==> src/lbt_consts.svh <==
// Purpose: constants of the loopback and boundary scan test block
// Assumes: 16-bit register words behind a plain strobe port
// Notes:   offsets are register indices; bit positions are word bits
//
// Overview of operation
// [RULE1] internal test modes feed encoder output to decoder; line driver and receiver off
// [RULE2] any loopback test ignores carrier sense when detecting collisions
// [RULE3] twisted pair: duplex and codec bits choose among four loopback or collision tests
// [RULE4] attachment port: loop and codec bits choose internal, external loopback or collision
// [RULE5] collision tests count collisions; sixteen sets the excess collision flag, bit F
// [RULE6] attachment external loopback reports signal quality error, frame still received
// [RULE7] test pin high is normal operation; low holds boundary scan mode
// [RULE8] internal reset applies while the test pin stays low
// [RULE9] in scan mode the address enable input is the shift clock
// [RULE10] entering scan mode floats all digital outputs except the pin a step drives
// [RULE11] tester holds address enable low before lowering the test pin
// [RULE12] output cycle runs first, input cycle second, tester keeps clocking
// [RULE13] output cycle walks a zero over 34 pins, from the link indicator
// [RULE14] input cycle copies 50 selected pin levels to serial ROM data out
// [RULE15] address enable, analog, test and crystal pins are not scanned
// [RULE16] one more clock after the input cycle floats all pins again
// [RULE17] a continuity cycle is 85 clocks and repeats while scanning continues
// [RULE18] test pin high leaves scan mode; address enable regains its bus role
// [RULE19] step counter clears on scan entry and wraps after the 85th clock
// [RULE20] pin order of each scan cycle comes from a configurable table
`ifndef LBT_CONSTS_SVH
`define LBT_CONSTS_SVH
`define LBT_REG_TCTL  8'h19
`define LBT_REG_TXEV  8'h08
`define LBT_REG_SCAN  8'h1a
`define LBT_BIT_FDX   4'he
`define LBT_BIT_AUIL  4'ha
`define LBT_BIT_CODEC 4'h9
`define LBT_BIT_PORT  4'h0
`define LBT_BIT_XCOL  4'hf
`define LBT_COLL_LIM  5'h10
`define LBT_N_OUT     34
`define LBT_N_IN      50
`define LBT_STEP_LAST 7'h54
`define LBT_STEP_IN0  7'h22
`endif

==> src/lbt_pkg.sv <==
// Purpose: types of the loopback and boundary scan test block
// Assumes: included constants header
// Notes:   state of the top module is one packed struct
package lbt_pkg;
  typedef enum logic [2:0] {
    LBT_NORMAL  = 3'b001,
    LBT_SCAN    = 3'b010,
    LBT_BLOCKED = 3'b100
  } lbt_mode_t;

  typedef struct packed {
    lbt_mode_t    mode;
    logic [1:0]   tsync;
    logic [1:0]   async;
    logic         aen_q;
    logic [49:0]  in1;
    logic [49:0]  in2;
    logic [6:0]   step;
    logic [6:0]   act;
    logic         act_valid;
    logic         rom_val;
    logic         full_duplex_select;
    logic         codec;
    logic         aui_loop;
    logic         port_aui;
    logic         xcol;
    logic [4:0]   coll_cnt;
    logic         coll;
    logic         tx_q;
    logic         sqe;
    logic         dec_in;
    logic         core_rst;
    logic         aen_isa;
    logic [15:0]  rdata;
    logic [33:0]  pin_o;
    logic [33:0]  pin_oe;
  } lbt_state_t;

  function automatic logic [299:0] lbt_ident_order(input int n);
    logic [299:0] t;
    t = '0;
    for (int i = 0; i < n; i++) begin
      t[i*6 +: 6] = 6'(i);
    end
    return t;
  endfunction
endpackage

==> src/lbt_test_port.sv <==
// Purpose: loopback mode selection and pin-driven boundary scan
// Assumes: sys_clk 20 MHz; test pin, scan clock and pins are asynchronous
// Notes:   pin index 0 is the link indicator, scan input 0 the sleep input
//
// Implementation choices: the placing of the registers and the plain strobed port.
`timescale 1ns/1ns
`default_nettype none
`include "lbt_consts.svh"

module lbt_test_port #(
  parameter logic [299:0] OUT_ORDER   = lbt_pkg::lbt_ident_order(34),
  parameter logic [299:0] IN_ORDER    = lbt_pkg::lbt_ident_order(50),
  parameter logic [5:0]   ROM_OUT_IDX = 6'h01
) (
  input  wire logic        sys_clk,
  input  wire logic        rst,
  input  wire logic [7:0]  addr,
  input  wire logic [15:0] wdata,
  input  wire logic        wr,
  input  wire logic        rd,
  output logic      [15:0] rdata,
  input  wire logic        test_n,
  input  wire logic        aen,
  input  wire logic [32:0] scan_in_pins,
  input  wire logic [16:0] bidir_i,
  input  wire logic [16:0] func_out,
  input  wire logic [16:0] func_bidir_o,
  input  wire logic [16:0] func_bidir_oe,
  output logic      [16:0] out_o,
  output logic      [16:0] out_oe,
  output logic      [16:0] bidir_o,
  output logic      [16:0] bidir_oe,
  output logic             core_rst,
  output logic             aen_isa,
  input  wire logic        tx_manchester,
  input  wire logic        rx_line,
  input  wire logic        tx_active,
  input  wire logic        carrier_sense_signal,
  input  wire logic        collision_in,
  output logic             decoder_in,
  output logic             line_tx_en,
  output logic             line_rx_en,
  output logic             collision_detect,
  output logic             sqe_error,
  output logic             excess_collision_flag
);

  // ==========================================================
  // state
  lbt_pkg::lbt_state_t s;
  lbt_pkg::lbt_state_t next_s;

  logic       internal_mode;
  logic       loopback;
  logic       coll_mode;
  logic       ext_aui_loop;
  logic       aen_fall;
  logic [5:0] sel;

  // ==========================================================
  // test mode decode
  always_comb begin
    internal_mode = s.codec; // RULE1
    if (s.port_aui) begin
      loopback     = s.aui_loop; // RULE4
      coll_mode    = !s.aui_loop && !s.codec; // RULE4
      ext_aui_loop = s.aui_loop && !s.codec; // RULE6
    end else begin
      loopback     = s.full_duplex_select; // RULE3
      coll_mode    = !s.full_duplex_select; // RULE3
      ext_aui_loop = 1'b0;
    end
  end

  // ==========================================================
  // next state
  always_comb begin
    next_s = s;
    sel    = 6'h00;

    // two-flop synchronisers
    next_s.tsync = {s.tsync[0], test_n};
    next_s.async = {s.async[0], aen};
    next_s.in1   = {bidir_i, scan_in_pins};
    next_s.in2   = s.in1;
    next_s.aen_q = s.async[1];
    aen_fall     = s.aen_q && !s.async[1]; // RULE9

    // mode control
    case (s.mode)
      lbt_pkg::LBT_NORMAL: begin
        if (!s.tsync[1]) begin
          if (!s.async[1]) begin
            next_s.mode = lbt_pkg::LBT_SCAN; // RULE7 RULE11
          end else begin
            next_s.mode = lbt_pkg::LBT_BLOCKED; // RULE11
          end
          next_s.step      = 7'h00; // RULE19
          next_s.act_valid = 1'b0;
        end
      end
      lbt_pkg::LBT_SCAN,
      lbt_pkg::LBT_BLOCKED: begin
        if (s.tsync[1]) begin
          next_s.mode      = lbt_pkg::LBT_NORMAL; // RULE18
          next_s.act_valid = 1'b0;
        end
      end
      default: begin
        next_s.mode = lbt_pkg::LBT_NORMAL;
      end
    endcase

    // scan stepping on each falling shift clock edge
    if (s.mode == lbt_pkg::LBT_SCAN && next_s.mode == lbt_pkg::LBT_SCAN && aen_fall) begin
      next_s.act       = s.step; // RULE12
      next_s.act_valid = 1'b1;
      if (s.step == `LBT_STEP_LAST) begin
        next_s.step = 7'h00; // RULE17 RULE19
      end else begin
        next_s.step = s.step + 7'h01;
      end
      if (s.step >= `LBT_STEP_IN0 && s.step < `LBT_STEP_LAST) begin
        sel            = IN_ORDER[(s.step - `LBT_STEP_IN0) * 6 +: 6]; // RULE20
        next_s.rom_val = s.in2[sel]; // RULE14 RULE15
      end
    end

    next_s.core_rst = !s.tsync[1]; // RULE8
    next_s.aen_isa  = (next_s.mode == lbt_pkg::LBT_NORMAL) && s.async[1]; // RULE9 RULE18

    // pin drive
    if (next_s.mode == lbt_pkg::LBT_SCAN) begin
      next_s.pin_o  = '0;
      next_s.pin_oe = '0; // RULE10 RULE16
      if (next_s.act_valid) begin
        if (next_s.act < `LBT_STEP_IN0) begin
          next_s.pin_oe[OUT_ORDER[next_s.act * 6 +: 6]] = 1'b1; // RULE13 RULE20
        end else if (next_s.act < `LBT_STEP_LAST) begin
          next_s.pin_oe[ROM_OUT_IDX] = 1'b1; // RULE14
          next_s.pin_o[ROM_OUT_IDX]  = next_s.rom_val;
        end
      end
    end else if (next_s.mode == lbt_pkg::LBT_BLOCKED) begin
      next_s.pin_o  = '0;
      next_s.pin_oe = '0;
    end else begin
      next_s.pin_o  = {func_bidir_o, func_out};
      next_s.pin_oe = {func_bidir_oe, 17'h1ffff};
    end

    // loopback path and collision detection
    next_s.dec_in = internal_mode ? tx_manchester : rx_line; // RULE1
    next_s.tx_q   = tx_active;
    if (coll_mode) begin
      if (internal_mode) begin
        next_s.coll = tx_active;
      end else begin
        next_s.coll = (tx_active && carrier_sense_signal) || collision_in;
      end
    end else if (loopback) begin
      next_s.coll = 1'b0; // RULE2
    end else begin
      next_s.coll = collision_in;
    end
    next_s.sqe = ext_aui_loop && s.tx_q && !tx_active; // RULE6

    // register port
    next_s.rdata = 16'h0000;
    if (wr) begin
      case (addr)
        `LBT_REG_TCTL: begin
          next_s.full_duplex_select      = wdata[`LBT_BIT_FDX];
          next_s.aui_loop = wdata[`LBT_BIT_AUIL];
          next_s.codec    = wdata[`LBT_BIT_CODEC];
          next_s.port_aui = wdata[`LBT_BIT_PORT];
        end
        `LBT_REG_TXEV: begin
          if (wdata[`LBT_BIT_XCOL]) begin
            next_s.xcol     = 1'b0;
            next_s.coll_cnt = 5'h00;
          end
        end
        default: begin
        end
      endcase
    end
    if (rd) begin
      case (addr)
        `LBT_REG_TCTL: begin
          next_s.rdata[`LBT_BIT_FDX]   = s.full_duplex_select;
          next_s.rdata[`LBT_BIT_AUIL]  = s.aui_loop;
          next_s.rdata[`LBT_BIT_CODEC] = s.codec;
          next_s.rdata[`LBT_BIT_PORT]  = s.port_aui;
        end
        `LBT_REG_TXEV: begin
          next_s.rdata[`LBT_BIT_XCOL] = s.xcol;
        end
        `LBT_REG_SCAN: begin
          next_s.rdata = {s.mode, 6'h00, s.step};
        end
        default: begin
        end
      endcase
    end

    // collision counting; a new event wins over a clear
    if (coll_mode && next_s.coll && !s.coll && s.coll_cnt != `LBT_COLL_LIM) begin
      next_s.coll_cnt = s.coll_cnt + 5'h01; // RULE5
      if (s.coll_cnt + 5'h01 == `LBT_COLL_LIM) begin
        next_s.xcol = 1'b1; // RULE5
      end
    end
  end

  // ==========================================================
  // registers
  always_ff @(posedge sys_clk or posedge rst) begin
    if (rst) begin
      s          <= '0;
      s.mode     <= lbt_pkg::LBT_NORMAL;
      s.tsync    <= 2'h3;
      s.core_rst <= 1'b1;
    end else begin
      s <= next_s;
    end
  end

  // ==========================================================
  // outputs
  assign rdata                 = s.rdata;
  assign out_o                 = s.pin_o[16:0];
  assign out_oe                = s.pin_oe[16:0];
  assign bidir_o               = s.pin_o[33:17];
  assign bidir_oe              = s.pin_oe[33:17];
  assign core_rst              = s.core_rst;
  assign aen_isa               = s.aen_isa;
  assign decoder_in            = s.dec_in;
  assign line_tx_en            = !s.codec; // RULE1
  assign line_rx_en            = !s.codec;
  assign collision_detect      = s.coll;
  assign sqe_error             = s.sqe;
  assign excess_collision_flag = s.xcol;

endmodule
`default_nettype wire

==> config.mk <==
export PLATFORM = sky130hd
export DESIGN_NAME = lbt_test_port
export DESIGN_NICKNAME = d
export VERILOG_FILES = /design/src/lbt_pkg.sv /design/src/lbt_test_port.sv
export VERILOG_INCLUDE_DIRS = /design/src
export SDC_FILE = /design/constraint.sdc
export NUM_CORES = 1
export LEC_CHECK = 0
export BUFFER_PORTS_ARGS = -buffer_cell sky130_fd_sc_hd__buf_4
export CORE_MARGIN = 3
export CORE_UTILIZATION = 59
export DETAILED_ROUTE_END_ITERATION = 12
export PLACE_DENSITY = 0.92
export SLEW_MARGIN = 20
export SYNTH_ARGS = -nofsm -noshare
export SYNTH_HDL_FRONTEND = slang
export SYNTH_SLANG_ARGS = --single-unit
==> constraint.sdc <==
create_clock -name sys_clk -period 17.8 [get_ports sys_clk]
set_input_delay 0.89 -clock sys_clk [delete_from_list [all_inputs] [get_ports sys_clk]]
set_output_delay 0.89 -clock sys_clk [all_outputs]
set_load 0.01 [all_outputs]
; ---- Word level (Yosys, flattened, before mapping)
; Cells that the tools add are included.
[word_totals]
reg_bits = 224
inputBits = 136
[classes]
n_addsub = 3
n_mul = 2
magnitude_cmp = 7
n_eq_ne = 13
shift = 2
n_mux = 45
n_reduce_logical = 30
[op_table]
columns = op, count
row1 = $shiftx 300x11->6 const A, 1
row2 = $shiftx 300x33->6 const A, 1
row3 = $mux 68, 2
row4 = $mux 34, 1
row5 = $mul 32x2->31 const B, 1
row6 = $mux 16, 2
row7 = $mux 32, 1
row8 = $mux 6, 5
row9 = $mux 7, 3
row10 = $mux 1, 19
row11 = $eq 8x5->1 const B, 2
row12 = $logic_and 1x1->1, 14
row13 = $lt 6x7->1 const B, 2
row14 = $lt 7x7->1 const B, 2
row15 = $mux 3, 4
row16 = $mul 7x2->9 const B, 1
row17 = $eq 8x4->1 const B, 1
row18 = $pmux 1 s2, 4
row19 = $reduce_bool 2->1, 4
row20 = $sub 7x6->8 const B, 1
row21 = $add 7x1->7 const B, 1
row22 = $eq 7x7->1 const B, 1
row23 = $ge 7x6->1 const B, 1
row24 = $logic_not 1->1, 7
row25 = other kinds (17), 21

; ---- Depth between registers and ports, before layout
[logic_depth]
ltp_word = 16
depth_mapped = 25
mapped_depth_nobuf = 17

; ---- Worst setup path before layout
; OpenSTA, ideal clock, no wires.
[synth_timing]
path_kind = register -> register
startpoint = register s[110] (netlist name)
endpoint = register s (netlist bit out_o[1])
t_arrival_ps = 4980
setup_slack_ps = 12689
stages_incl_launch_ff = 23
path_buffers = 6
cell_sequence = dfrtp_1 buf_4 buf_2 inv_1 ha_1 buf_4 clkbuf_1 inv_1 ha_1 buf_2 xnor2_1 mux2_2 a21o_1 mux2_2 a2bb2oi_1 and4_4 buf_6 nor3_4 mux2_2 a211oi_1 a311oi_1 a211oi_1 o31ai_1
[synth_lines]
columns = element, line_no
row1 = "start, declared", lbt_test_port.sv:50  ; lbt_pkg::lbt_state_t s;
row2 = "start signal, assigned", lbt_test_port.sv:225  ; s <= next_s;

==> results.sh <==
export IMPL_netlist_area_mm2=0.0106
export IMPL_met1_length_um=10200
export IMPL_async_flop_share_pct=100
export IMPL_num_antenna_cells=0
export IMPL_holdWs_ps=345
export IMPL_dieWidth_um=140
export IMPL_detail_route_antenna_nets=0
export IMPL_cp_startpoint="s[110]"
export IMPL_grt_pass1_vias=8138
export IMPL_wl_met3_um=2040
export IMPL_setup_viol=0
export IMPL_antenna_found_initial=0
export IMPL_area_growth_pct=16.6
export IMPL_nets=1274
export IMPL_max_slew_margin_pct=36.4
export IMPL_synth_top_area_share_pct=50.9
export IMPL_design_area_mm2=0.0124
export IMPL_cts_buffers=22
export IMPL_ys_seq_elements=220
export IMPL_yosys_area_top_type="dfrtp_1"
export IMPL_yosys_warnings=0
export IMPL_max_slew_worst_pin_slew_ps=954
export IMPL_vias_per_cell=5.97
export IMPL_met2_length_um=12700
export IMPL_dpl_cell_area_mm2=0.0117
export IMPL_rows=48
export IMPL_cp_max_fo=22
export IMPL_drtIter0Drc=677
export IMPL_cts_buffer_depth=3
export IMPL_post_dp_hpwl_um=17400
export IMPL_min_period_ps=6600
export IMPL_wl_per_cell_um=19.0
export IMPL_dr_max_layer_used="met4"
export IMPL_yosys_mux_area_fraction_pct=2.31
export IMPL_synth_commonest_cells="dfrtp_1, buf_4, nand2_1, o21ai_0, and2_1"
export IMPL_ff2ff_setup_slack_ps=11200
export IMPL_critical_path_arrival_ps=6980
export IMPL_fin_skew_ps=9.50
export IMPL_via_count=8144
export IMPL_power_density_mw_per_mm2=95.6
export IMPL_portBuffers=212
export IMPL_cts_tree="done"
export IMPL_worstSetupPathType="flip-flop to flip-flop"
export IMPL_synthXorXnorAreaFrac_pct=2.20
export IMPL_status="finished clean"
export IMPL_cap_violations=0
export IMPL_synth_most_common_cell="dfrtp_1"
export IMPL_clock_sinks=220
export IMPL_ios=228
export IMPL_die_y_um=140
export IMPL_power_w=0.00118
export IMPL_rsz0062_at_grt="false"
export IMPL_core_mm2=0.0175
export IMPL_drive_gt1_share_pct=26.4
export IMPL_drc=0
export IMPL_start_util_pct=60.7
export IMPL_yosysSeqAreaShare_pct=51.9
export IMPL_synthSimpleGateAreaFrac_pct=15.9
export IMPL_track_usage_pct=25.7
export IMPL_die_area_mm2=0.0196
export IMPL_hold_buffers=0
export IMPL_min_delay_start="next_s[142]"
export IMPL_cts_setup_buffers=0
export IMPL_irDropWorstVdd_mv=0.0978
export IMPL_synth_edf_count=0
export IMPL_synth_fa_ha_area_share_pct=1.65
export IMPL_clk_latency_ps=510
export IMPL_synthFlopType="dfrtp_1"
export IMPL_synth_compound_area_share_pct=16.6
export IMPL_finalSetupTns_ps=0
export IMPL_hp_class="flip-flop to flip-flop"
export IMPL_hold_viol=0
export IMPL_r2r_end="out_o[1]"
export IMPL_maxSlewViolCount=0
export IMPL_fmax_ghz=0.152
export IMPL_cts_resized=0
export IMPL_synth_top_family_by_area="compound AO/OA/AOI/OAI gates"
export IMPL_start_kind="flip-flop"
export IMPL_fin_crit_sh_pct=37.1
export IMPL_cts_root_buf="clkbuf_16"
export IMPL_grt_pass1_wl_um=41600
export IMPL_postLayoutCoreUtil_pct=70.9
export IMPL_wirelength_um=25900
export IMPL_cts_clk_slew_worst_paths_ps=60
export IMPL_synthDistinctLibCells=93
export IMPL_whs_path_depth=0
export IMPL_grt_start_max_net_pins=132
export IMPL_syn_area_per_cell_um2=10.5
export IMPL_p_leak_nw=5.64
export IMPL_rr_startpoint="s[110]"
export IMPL_r2r_cells=16
export IMPL_syn_inst=1015
export IMPL_synth_area_leaders="dfrtp_1, buf_4, o21ai_0"
export IMPL_end_kind="flip-flop"
export IMPL_dr_pass1_iters=6
export IMPL_hold_end="s[142]"
export IMPL_grt_overflow=0
export IMPL_place_gp_congestion=0.981
export IMPL_required_ps=18180
export IMPL_htreeDepth=1
registers in the layout, indices dropped and copies added, names as in the netlist:
signal,flops
internal_mode,1
next_s,53
sqe_error,1
bidir_oe,17
aen_isa,1
bidir_o,17
decoder_in,1
excess_collision_flag,1
s,80
collision_detect,1
out_o,17
out_oe,17
rdata,12
core_rst,1
metal layers:
metal  vias to the layer above  track usage, %
met5                         -               0
met4                         0            9.03
met1                      3943            34.6
met3                        86            4.81
li1                       3745               -
met2                       370            42.3
power breakdown:
group	total [W]	internal [W]	switching [W]	leakage (nW)
clock network	0.000446	0.000256	0.000189	0.348
registers	0.000568	0.000546	0.0000224	2.66
logic	0.000169	0.0000808	0.0000885	2.63
final cells by class:
type | count | area [um^2]
timing repair buffer | 220 | 1660
sequential | 220 | 5510
clock buffer | 30 | 611
multi-input combinational | 631 | 4120
tap | 225 | 282
fill | 1246 | 5090
inverter | 29 | 116
clock inverter | 9 | 88.8
worst max path at each step:
stage	end	slack, ps	cells after the start
after floorplan	aen_isa	10900	1
after global placement	out_o[1]	11340	16
after detailed placement	out_o[1]	11240	16
after CTS	out_o[1]	11190	16
after global routing	out_o[1]	10570	16
final	out_o[1]	11200	16
logic make-up (layout without fill, tap and decap cells):
group / after synthesis / count (layout)
AOI/OAI and AO/OA: 257 / 257
xor gates and xnor gates: 20 / 20
adders and majority gates: 14 / 14
buffers and inverters: 167 / 288
DFF: 220 / 220
muxes: 23 / 23
other: 1 / 4
and+or+nand+nor: 313 / 313
layout by cell type, fill, tap and decap left out, types with 9 or more instances in the layout:
cell,count
mux2i_1,11
a21oi_1,44
o31ai_1,10
xnor2_1,9
nand3_1,37
nor3b_1,9
nand2_1,76
ha_1,14
nand4_1,13
and3_1,15
o22ai_1,10
o21ai_0,73
inv_1,26
mux2_2,12
buf_4,219
dfrtp_1,216
nor2_1,44
nor3_1,17
and2_1,49
a211oi_1,16
clkbuf_16,22
o211ai_1,10
metrics by stage:
step	setup slack, ps	cells
global placement	11340	1325
detailed placement	11240	1325
finish	11200	1364
floorplan	10900	1018
global route	10570	1364
CTS	11190	1364
worst max-delay path: stages (launching register included):
cell and delay (ps):
dfrtp_1 750, inv_1 200, ha_1 790, inv_1 100, ha_1 660, o21ai_0 220, a22oi_1 390, nand2_1 540
nor4_1 340, a2bb2oi_1 130, and4_4 230, nor3_4 620, mux2_2 420, a211oi_1 360, a311oi_1 110, a211oi_1 450
o31ai_1 130
Power figures use the tool's default switching activity.
